**config.mk**
```make
export PLATFORM = sky130hd
export DESIGN_NAME = dcs_spacing
export DESIGN_NICKNAME = d
export VERILOG_FILES = /design/src/logic/dcs_faw.v /design/src/logic/dcs_spacing.v
export VERILOG_INCLUDE_DIRS = /design/src /design/src/pkg
export SDC_FILE = /design/constraint.sdc
export NUM_CORES = 1
export LEC_CHECK = 0
export ABC_AREA = 0
export BUFFER_PORTS_ARGS = -buffer_cell sky130_fd_sc_hd__buf_4
export CORE_MARGIN = 4
export CORE_UTILIZATION = 55
export DETAILED_ROUTE_END_ITERATION = 8
export MAX_ROUTING_LAYER = met4
export PLACE_DENSITY = 0.79
export REMOVE_ABC_BUFFERS = 1
export SYNTH_ARGS = -nofsm -noshare
export SYNTH_HDL_FRONTEND = slang
export SYNTH_SLANG_ARGS = --single-unit
```
**constraint.sdc**
```tcl
create_clock -name MCLK -period 6.03 [get_ports MCLK]
set_input_delay 1.206 -clock MCLK [delete_from_list [all_inputs] [get_ports MCLK]]
set_output_delay 1.206 -clock MCLK [all_outputs]
set_load 0.02 [all_outputs]
```
**src/pkg/dcs_defs.vh**
```
// Command codes, page sizes and command spacing counts for the spacing gate
`ifndef DCS_DEFS_VH
`define DCS_DEFS_VH

`define DCS_CLK_PS          100000
`define DCS_CEIL(ps)        (((ps) + `DCS_CLK_PS - 1) / `DCS_CLK_PS)
`define DCS_MAX(a, b)       (((a) > (b)) ? (a) : (b))

`define DCS_CMD_OTHER       2'h0
`define DCS_CMD_ACT         2'h1
`define DCS_CMD_RD          2'h2
`define DCS_CMD_WR          2'h3

`define DCS_PAGE_HALF       2'h0
`define DCS_PAGE_1K         2'h1
`define DCS_PAGE_2K         2'h2

`define DCS_GROUPS          4
`define DCS_FAW_SLOTS       4
`define DCS_CNT_W           5
`define DCS_CNT_ZERO        5'h00
`define DCS_CNT_ONE         5'h01

`define DCS_CCD_L_NCK       4
`define DCS_CCD_L_PS        5355
`define DCS_CCD_S_NCK       4
`define DCS_RRD_NCK         4
`define DCS_RRD_S_2K_PS     5300
`define DCS_RRD_S_1K_PS     3700
`define DCS_RRD_S_HK_PS     3700
`define DCS_RRD_L_2K_PS     6400
`define DCS_RRD_L_1K_PS     5300
`define DCS_RRD_L_HK_PS     5300
`define DCS_FAW_2K_NCK      28
`define DCS_FAW_2K_PS       30000
`define DCS_FAW_1K_NCK      20
`define DCS_FAW_1K_PS       21000
`define DCS_FAW_HK_NCK      16
`define DCS_FAW_HK_PS       15000
`define DCS_WTR_S_NCK       2
`define DCS_WTR_S_PS        2500

`define DCS_CAUSE_W         6
`define DCS_CAUSE_COL_SAME  0
`define DCS_CAUSE_COL_OTHER 1
`define DCS_CAUSE_ACT_SAME  2
`define DCS_CAUSE_ACT_OTHER 3
`define DCS_CAUSE_FAW       4
`define DCS_CAUSE_WTR       5

`endif

```
**src/logic/dcs_faw.v**
```verilog
// Rolling four-activation window tracker
`default_nettype none
`timescale 1ns/10ps
`include "dcs_defs.vh"

module dcs_faw (
  input  wire                   clk,
  input  wire                   rst_n,
  input  wire                   act_fire,
  input  wire [`DCS_CNT_W-1:0]  window_cyc,
  output wire                   slot_free
);

  wire [`DCS_FAW_SLOTS-1:0] free_w;
  wire [`DCS_FAW_SLOTS-1:0] pick_w;

  // Lowest free slot takes the new activation
  assign pick_w    = free_w & (~free_w + 4'h1);
  assign slot_free = |free_w;

  genvar s;
  generate
    for (s = 0; s < `DCS_FAW_SLOTS; s = s + 1) begin : slot
      reg [`DCS_CNT_W-1:0] age_q;
      assign free_w[s] = (age_q == `DCS_CNT_ZERO);
      always @(posedge clk or negedge rst_n) begin
        if (!rst_n) begin
          age_q <= `DCS_CNT_ZERO;
        end else if (act_fire && pick_w[s]) begin
          age_q <= window_cyc - `DCS_CNT_ONE;
        end else if (!free_w[s]) begin
          age_q <= age_q - `DCS_CNT_ONE;
        end
      end
    end
  endgenerate

endmodule // dcs_faw
`default_nettype wire

```
**src/logic/dcs_spacing.v**
```verilog
// Command spacing gate placed in front of a DDR4 command issue path
//
// Operation
// Column commands to one bank group are spaced by at least max(4 cycles, 5.355 ns).
// Column commands to different bank groups are spaced by at least 4 cycles.
// Activations to different groups wait max(4 cycles, 5.3 ns) on 2KB pages or max(4, 3.7 ns) on 1KB.
// Activations to different groups on half-kilobyte pages wait max(4 cycles, 3.7 ns).
// Activations within one group wait max(4 cycles, 6.4 ns) on 2KB pages or max(4, 5.3 ns) on 1KB.
// Activations within one group on half-kilobyte pages wait max(4 cycles, 5.3 ns).
// On 2KB pages at most four activations fall in any window of max(28 cycles, 30 ns).
// On 1KB pages at most four activations fall in any window of max(20 cycles, 21 ns).
// On half-kilobyte pages at most four activations fall in any window of max(16 cycles, 15 ns).
// A read to another group waits max(2 cycles, 2.5 ns) after a write begins.
// Each time limit is rounded up to whole cycles and the larger of it and the cycle count applies.
// Last column and last activation are tracked per group and across groups; activation history only across groups.
`default_nettype none
`timescale 1ns/10ps
`include "dcs_defs.vh"

module dcs_spacing (
  input  wire                    MCLK,
  input  wire                    RESETN,
  input  wire [1:0]              PAGE_SIZE,
  input  wire                    REQ_VALID,
  input  wire [1:0]              REQ_CMD,
  input  wire [1:0]              REQ_BG,
  input  wire [17:0]             REQ_ADDR,
  output wire                    REQ_READY,
  output reg                     CMD_VALID,
  output reg  [1:0]              CMD_TYPE,
  output reg  [1:0]              CMD_BG,
  output reg  [17:0]             CMD_ADDR,
  output reg  [`DCS_CAUSE_W-1:0] BLOCK_CAUSE
);

  // Cycle counts; at slow clocks the cycle minimum dominates
  localparam integer CCD_L_INT  = `DCS_MAX(`DCS_CCD_L_NCK, `DCS_CEIL(`DCS_CCD_L_PS));
  localparam integer CCD_S_INT  = `DCS_CCD_S_NCK;
  localparam integer RRDS2K_INT = `DCS_MAX(`DCS_RRD_NCK, `DCS_CEIL(`DCS_RRD_S_2K_PS));
  localparam integer RRDS1K_INT = `DCS_MAX(`DCS_RRD_NCK, `DCS_CEIL(`DCS_RRD_S_1K_PS));
  localparam integer RRDSHK_INT = `DCS_MAX(`DCS_RRD_NCK, `DCS_CEIL(`DCS_RRD_S_HK_PS));
  localparam integer RRDL2K_INT = `DCS_MAX(`DCS_RRD_NCK, `DCS_CEIL(`DCS_RRD_L_2K_PS));
  localparam integer RRDL1K_INT = `DCS_MAX(`DCS_RRD_NCK, `DCS_CEIL(`DCS_RRD_L_1K_PS));
  localparam integer RRDLHK_INT = `DCS_MAX(`DCS_RRD_NCK, `DCS_CEIL(`DCS_RRD_L_HK_PS));
  localparam integer FAW2K_INT  = `DCS_MAX(`DCS_FAW_2K_NCK, `DCS_CEIL(`DCS_FAW_2K_PS));
  localparam integer FAW1K_INT  = `DCS_MAX(`DCS_FAW_1K_NCK, `DCS_CEIL(`DCS_FAW_1K_PS));
  localparam integer FAWHK_INT  = `DCS_MAX(`DCS_FAW_HK_NCK, `DCS_CEIL(`DCS_FAW_HK_PS));
  localparam integer WTR_S_INT  = `DCS_MAX(`DCS_WTR_S_NCK, `DCS_CEIL(`DCS_WTR_S_PS));

  // Cut to counter width on purpose; the longest count, the 2KB window, still fits
  localparam [`DCS_CNT_W-1:0] CCD_L_CYC  = CCD_L_INT[`DCS_CNT_W-1:0];
  localparam [`DCS_CNT_W-1:0] CCD_S_CYC  = CCD_S_INT[`DCS_CNT_W-1:0];
  localparam [`DCS_CNT_W-1:0] RRDS2K_CYC = RRDS2K_INT[`DCS_CNT_W-1:0];
  localparam [`DCS_CNT_W-1:0] RRDS1K_CYC = RRDS1K_INT[`DCS_CNT_W-1:0];
  localparam [`DCS_CNT_W-1:0] RRDSHK_CYC = RRDSHK_INT[`DCS_CNT_W-1:0];
  localparam [`DCS_CNT_W-1:0] RRDL2K_CYC = RRDL2K_INT[`DCS_CNT_W-1:0];
  localparam [`DCS_CNT_W-1:0] RRDL1K_CYC = RRDL1K_INT[`DCS_CNT_W-1:0];
  localparam [`DCS_CNT_W-1:0] RRDLHK_CYC = RRDLHK_INT[`DCS_CNT_W-1:0];
  localparam [`DCS_CNT_W-1:0] FAW2K_CYC  = FAW2K_INT[`DCS_CNT_W-1:0];
  localparam [`DCS_CNT_W-1:0] FAW1K_CYC  = FAW1K_INT[`DCS_CNT_W-1:0];
  localparam [`DCS_CNT_W-1:0] FAWHK_CYC  = FAWHK_INT[`DCS_CNT_W-1:0];
  localparam [`DCS_CNT_W-1:0] WTR_S_CYC  = WTR_S_INT[`DCS_CNT_W-1:0];

  reg  [`DCS_CNT_W-1:0]   column_gap_other_group_q;
  reg  [`DCS_CNT_W-1:0]   activate_gap_other_group_q;
  reg  [`DCS_CNT_W-1:0]   rrd_s_cyc;
  reg  [`DCS_CNT_W-1:0]   rrd_l_cyc;
  reg  [`DCS_CNT_W-1:0]   faw_cyc;
  reg  [`DCS_CAUSE_W-1:0] cause_d;

  wire [`DCS_GROUPS-1:0]  col_free;
  wire [`DCS_GROUPS-1:0]  act_free;
  wire [`DCS_GROUPS-1:0]  wtr_busy;
  wire [`DCS_GROUPS-1:0]  req_sel;
  wire                    is_act;
  wire                    is_col;
  wire                    is_rd;
  wire                    is_wr;
  wire                    faw_free;
  wire                    issue;
  wire                    col_other_busy;
  wire                    act_other_busy;

  assign is_act  = (REQ_CMD == `DCS_CMD_ACT);
  assign is_rd   = (REQ_CMD == `DCS_CMD_RD);
  assign is_wr   = (REQ_CMD == `DCS_CMD_WR);
  assign is_col  = is_rd | is_wr;
  assign req_sel = 4'h1 << REQ_BG;
  assign issue   = REQ_VALID & REQ_READY;

  assign col_other_busy = (column_gap_other_group_q != `DCS_CNT_ZERO);
  assign act_other_busy = (activate_gap_other_group_q != `DCS_CNT_ZERO);

  // Unknown page code falls back to 2KB, the most conservative set
  always @* begin
    case (PAGE_SIZE)
      `DCS_PAGE_HALF: begin
        rrd_s_cyc = RRDSHK_CYC;
        rrd_l_cyc = RRDLHK_CYC;
        faw_cyc   = FAWHK_CYC;
      end
      `DCS_PAGE_1K: begin
        rrd_s_cyc = RRDS1K_CYC;
        rrd_l_cyc = RRDL1K_CYC;
        faw_cyc   = FAW1K_CYC;
      end
      default: begin
        rrd_s_cyc = RRDS2K_CYC;
        rrd_l_cyc = RRDL2K_CYC;
        faw_cyc   = FAW2K_CYC;
      end
    endcase
  end

  // Same-group write-to-read wait is left to the issuer; only the cross-group one is held
  // Per-group history: last column, last activation, last write start
  genvar g;
  generate
    for (g = 0; g < `DCS_GROUPS; g = g + 1) begin : grp
      reg  [`DCS_CNT_W-1:0] column_gap_same_group_q;
      reg  [`DCS_CNT_W-1:0] activate_gap_same_group_q;
      reg  [`DCS_CNT_W-1:0] write_to_read_other_group_q;
      wire                  hit;

      assign hit         = issue & req_sel[g];
      assign col_free[g] = (column_gap_same_group_q == `DCS_CNT_ZERO);
      assign act_free[g] = (activate_gap_same_group_q == `DCS_CNT_ZERO);
      assign wtr_busy[g] = (write_to_read_other_group_q != `DCS_CNT_ZERO);

      always @(posedge MCLK or negedge RESETN) begin
        if (!RESETN) begin
          column_gap_same_group_q     <= `DCS_CNT_ZERO;
          activate_gap_same_group_q   <= `DCS_CNT_ZERO;
          write_to_read_other_group_q <= `DCS_CNT_ZERO;
        end else begin
          if (hit && is_col) begin
            column_gap_same_group_q <= CCD_L_CYC - `DCS_CNT_ONE;
          end else if (!col_free[g]) begin
            column_gap_same_group_q <= column_gap_same_group_q - `DCS_CNT_ONE;
          end
          if (hit && is_act) begin
            activate_gap_same_group_q <= rrd_l_cyc - `DCS_CNT_ONE;
          end else if (!act_free[g]) begin
            activate_gap_same_group_q <= activate_gap_same_group_q - `DCS_CNT_ONE;
          end
          // Write command taken as the start of the internal write, the early and safe end
          if (hit && is_wr) begin
            write_to_read_other_group_q <= WTR_S_CYC - `DCS_CNT_ONE;
          end else if (wtr_busy[g]) begin
            write_to_read_other_group_q <= write_to_read_other_group_q - `DCS_CNT_ONE;
          end
        end
      end
    end
  endgenerate

  // Cross-group spacing; same-group limits are never shorter, so one counter serves
  always @(posedge MCLK or negedge RESETN) begin
    if (!RESETN) begin
      column_gap_other_group_q   <= `DCS_CNT_ZERO;
      activate_gap_other_group_q <= `DCS_CNT_ZERO;
    end else begin
      if (issue && is_col) begin
        column_gap_other_group_q <= CCD_S_CYC - `DCS_CNT_ONE;
      end else if (col_other_busy) begin
        column_gap_other_group_q <= column_gap_other_group_q - `DCS_CNT_ONE;
      end
      if (issue && is_act) begin
        activate_gap_other_group_q <= rrd_s_cyc - `DCS_CNT_ONE;
      end else if (act_other_busy) begin
        activate_gap_other_group_q <= activate_gap_other_group_q - `DCS_CNT_ONE;
      end
    end
  end

  // Slots reload from the live page size; change it only while the window is drained
  dcs_faw u_faw (
    .clk        (MCLK),
    .rst_n      (RESETN),
    .act_fire   (issue & is_act),
    .window_cyc (faw_cyc),
    .slot_free  (faw_free)
  );

  // Stall causes for the request at the head
  always @* begin
    cause_d                         = {`DCS_CAUSE_W{1'b0}};
    cause_d[`DCS_CAUSE_COL_SAME]    = is_col & ~col_free[REQ_BG];
    cause_d[`DCS_CAUSE_COL_OTHER]   = is_col & col_other_busy;
    cause_d[`DCS_CAUSE_ACT_SAME]    = is_act & ~act_free[REQ_BG];
    cause_d[`DCS_CAUSE_ACT_OTHER]   = is_act & act_other_busy;
    cause_d[`DCS_CAUSE_FAW]         = is_act & ~faw_free;
    cause_d[`DCS_CAUSE_WTR]         = is_rd & (|(wtr_busy & ~req_sel));
  end

  // Other commands pass unchecked; ready does not wait for valid
  assign REQ_READY = ~(|cause_d);

  always @(posedge MCLK or negedge RESETN) begin
    if (!RESETN) begin
      CMD_VALID   <= 1'b0;
      BLOCK_CAUSE <= {`DCS_CAUSE_W{1'b0}};
    end else begin
      CMD_VALID   <= issue;
      BLOCK_CAUSE <= REQ_VALID ? cause_d : {`DCS_CAUSE_W{1'b0}};
    end
  end

  // Payload holds between accepts, so a slow consumer may still read it late
  always @(posedge MCLK or negedge RESETN) begin
    if (!RESETN) begin
      CMD_TYPE <= `DCS_CMD_OTHER;
      CMD_BG   <= 2'h0;
      CMD_ADDR <= 18'h0_0000;
    end else if (issue) begin
      CMD_TYPE <= REQ_CMD;
      CMD_BG   <= REQ_BG;
      CMD_ADDR <= REQ_ADDR;
    end
  end

endmodule // dcs_spacing
`default_nettype wire

```
==> run summary <==
Core Box Area = 10500 sq um
WHS Path Cells = 1
Remaining DRCs = 0
Root Driver = clkbuf_8
top post-synthesis cells by count = dfrtp_1, nor2_1, inv_1, nand2_1, ha_1
Slew HR = 0.331
die height = 112 microns
clock sink count = 119
unrepaired setup endpoints after global routing = no
R2R cell count = 9
Seq cells post-synth = 119
# IOs = 57
Leakage Power = 3.30 nW
P_sw = 1.52 mW
Simple-Gate Fraction of Synth Area = 0.193
DRT Wirelength = 11.8 mm
clk_lat worst skew = 0.52 ns
Die W = 112 microns
Routed Antenna Nets = 0
final setup violating endpoints = 0
Combinational Power Share = 0.380
Tmin final = 4.08 ns
Yosys warnings = 0
pins over their slew limit = 0
Post-CTS Resized = 0
Initial DRC Count = 231
final hold violation count = 0
first-pass GRT wire length = 21.0 mm
largest net degree at the start of global routing = 82
largest family of logic cells by synthesized area = simple AND/OR/NAND/NOR gates
worst vdd ir = 0.310 mV
Syn Std Cell Area = 5980 sq um
final setup TNS = 0 ns
vias = 4286
Post-Synthesis Cells = 553
Post-Synth Adder-Cell Area = 0.0753
layout cells sized above 1 = 0.199
Pwr Density = 581 nW/um^2
drt via density = 5.58
HP Start = CMD_ADDR[4]
HP Class = register to register
initial antenna violation count = 0
Clock power frac = 0.243
Max Fclk = 245 MHz
Hold Buf Count CTS = 0
Post-CTS Setup Bufs = 0
RePlAce Congestion = 0.843
most common cell in the netlist = dfrtp_1
Synth top area share = 0.498
top_reg_cell synth = dfrtp_1
CP Data Arrival Time = 2.87 ns
Compound-Gate Fraction of Synth Area = 0.0789
Post-synth EDFFs = 0
kind of critical path = register to output port
DP Area = 6530 sq um
sequential area share after synthesis = 0.498
vias in the first global route = 4530
Max Clock Skew = 0.00811 ns
Reg clk slew, reported paths = 0.06 ns
Nets = 682
clk buf depth = 2
row cnt = 37
area grow syn2layout = 19.1%
Critical Path Source = grp[1].activate_gap_same_group_q[0]
Reg2Reg Capture Point = u_faw.slot[0].age_q[2]
Reg power frac = 0.377
initial core utilization = 0.572
Max Cap Viol = 0
die area = 12600 sq um
Slew @ Worst Pin = 1.00 ns
GRT overflow = 0
first-pass iteration count of the detailed router = 4
reg2reg setup slack = 2.68 ns
startpoint types = register
Synth Area in XOR/XNOR = 0.0673
drt wl/cell = 15.4 microns
Reg-to-Reg Start = grp[1].activate_gap_same_group_q[0]
ANT cells = 0
mux contribution to synthesized area = 0.0535
H-tree lvl count = 4
switching power share of the total = 0.368
Pint = 2.62 mW
status = finished, final reports clean
port bufs = 56
Synth area leaders = dfrtp_1, ha_1, xnor2_1, mux2_2, nor2_1
Tcrit/Tclk final = 0.677
CP endpoint kind = output port
area leader, netlist = dfrtp_1
cts bufs inserted = 17
post-layout instance area = 7130 sq um
CTS tree = yes
asr flop ratio synth = 1.00
Synth cell types = 47
maximum fanout along the worst path = 5
worst endpoint required time = 4.82 ns
average cell area after synthesis = 10.8 sq um
GR Util All Layers = 0.212
Worst Hold End = CMD_ADDR[4]
DP HPWL = 8.26 mm
final cells by class:
cell class                 instances  area, sq um
timing repair buffer              58          435
inverter                          40          150
clock inverter                    12          150
fill                             763         3340
clock buffer                      20          445
multi-input combinational        383         2800
sequential                       119         2980
tap                              136          170
cell families (layout without fill, tap and decap cells):
kind of cell,after synthesis,count (layout)
mux,29,29
xor+xnor,46,46
fa+ha+maj,36,36
simple gates,196,196
buf+inv,51,130
compound gates,76,76
flops,119,119
worst max path at each step:
stage                                   to  slack [ns]  cells after the start
floorplan           u_faw.slot[0].age_q[2]        2.25                      6
global placement                 REQ_READY        2.09                      7
detailed placement               REQ_READY        2.06                      7
CTS                              REQ_READY        1.95                      8
global route                     REQ_READY        1.75                      7
finish                           REQ_READY        1.95                      8
critical path: stages, from the launching register on:
cell	delay, ns
dfrtp_1	0.41
inv_1	0.10
ha_1	0.21
or4b_1	0.56
o22ai_1	0.22
a211oi_1	0.13
nor2_1	0.15
nor4bb_1	0.35
buf_4	0.22
layer usage:
layer	part of all wire	track usage	wire [microns]	up-vias
li1	-	-	-	2054
met1	0.44	0.268	5260	2097
met2	0.49	0.329	5770	114
met3	0.050	0.0571	597	21
met4	0.018	0.0809	212	0
met5	0	-	0	-
registers in the layout, indices dropped and copies added (netlist names):
| name | count |
|---|---|
| BLOCK_CAUSE | 6 |
| grp.activate_gap_same_group_q | 20 |
| activate_gap_other_group_q | 5 |
| CMD_ADDR | 18 |
| CMD_TYPE | 2 |
| grp.write_to_read_other_group_q | 20 |
| CMD_VALID | 1 |
| u_faw.slot.age_q | 20 |
| CMD_BG | 2 |
| grp.column_gap_same_group_q | 20 |
| column_gap_other_group_q | 5 |
power by group through the flow:
stage / Clock (mW) / Combinational, mW / Sequential (mW)
after global placement: 0 / 1.48 / 1.53
final: 1.01 / 1.57 / 1.56
after detailed placement: 0 / 1.57 / 1.56
after global routing: 1.07 / 1.80 / 1.62
after floorplan: 0 / 1.09 / 1.58
after CTS: 1.02 / 1.59 / 1.56
stage by stage:
| stage | setup WS, ns | util | power (mW) | hold WS, ns | instances |
|---|---|---|---|---|---|
| floorplan | 2.25 | - | 2.67 | 0.460 | 542 |
| global placement | 2.09 | 0.624 | 3.01 | 0.492 | 736 |
| detailed placement | 2.06 | 0.624 | 3.13 | 0.498 | 736 |
| CTS | 1.95 | 0.681 | 4.17 | 0.509 | 768 |
| global route | 1.75 | 0.681 | 4.48 | 0.534 | 768 |
| finish | 1.95 | 0.681 | 4.14 | 0.509 | 768 |
layout by cell type, fill, tap and decap left out, types with 6 or more instances in the layout:
cell type  instances
dfrtp_1          119
buf_4             58
nor2_1            50
inv_1             40
nand2_1           40
ha_1              36
nor3_1            33
xnor2_1           32
mux2_2            24
o21ai_0           20
a21oi_1           18
clkbuf_16         16
xor2_1            14
nor2b_1            9
a21o_1             9
and2_1             8
or4b_1             8
nor4_1             8
nand2b_1           6
a22oi_1            6
o31ai_1            6
(Power assumes the default switching activity.)
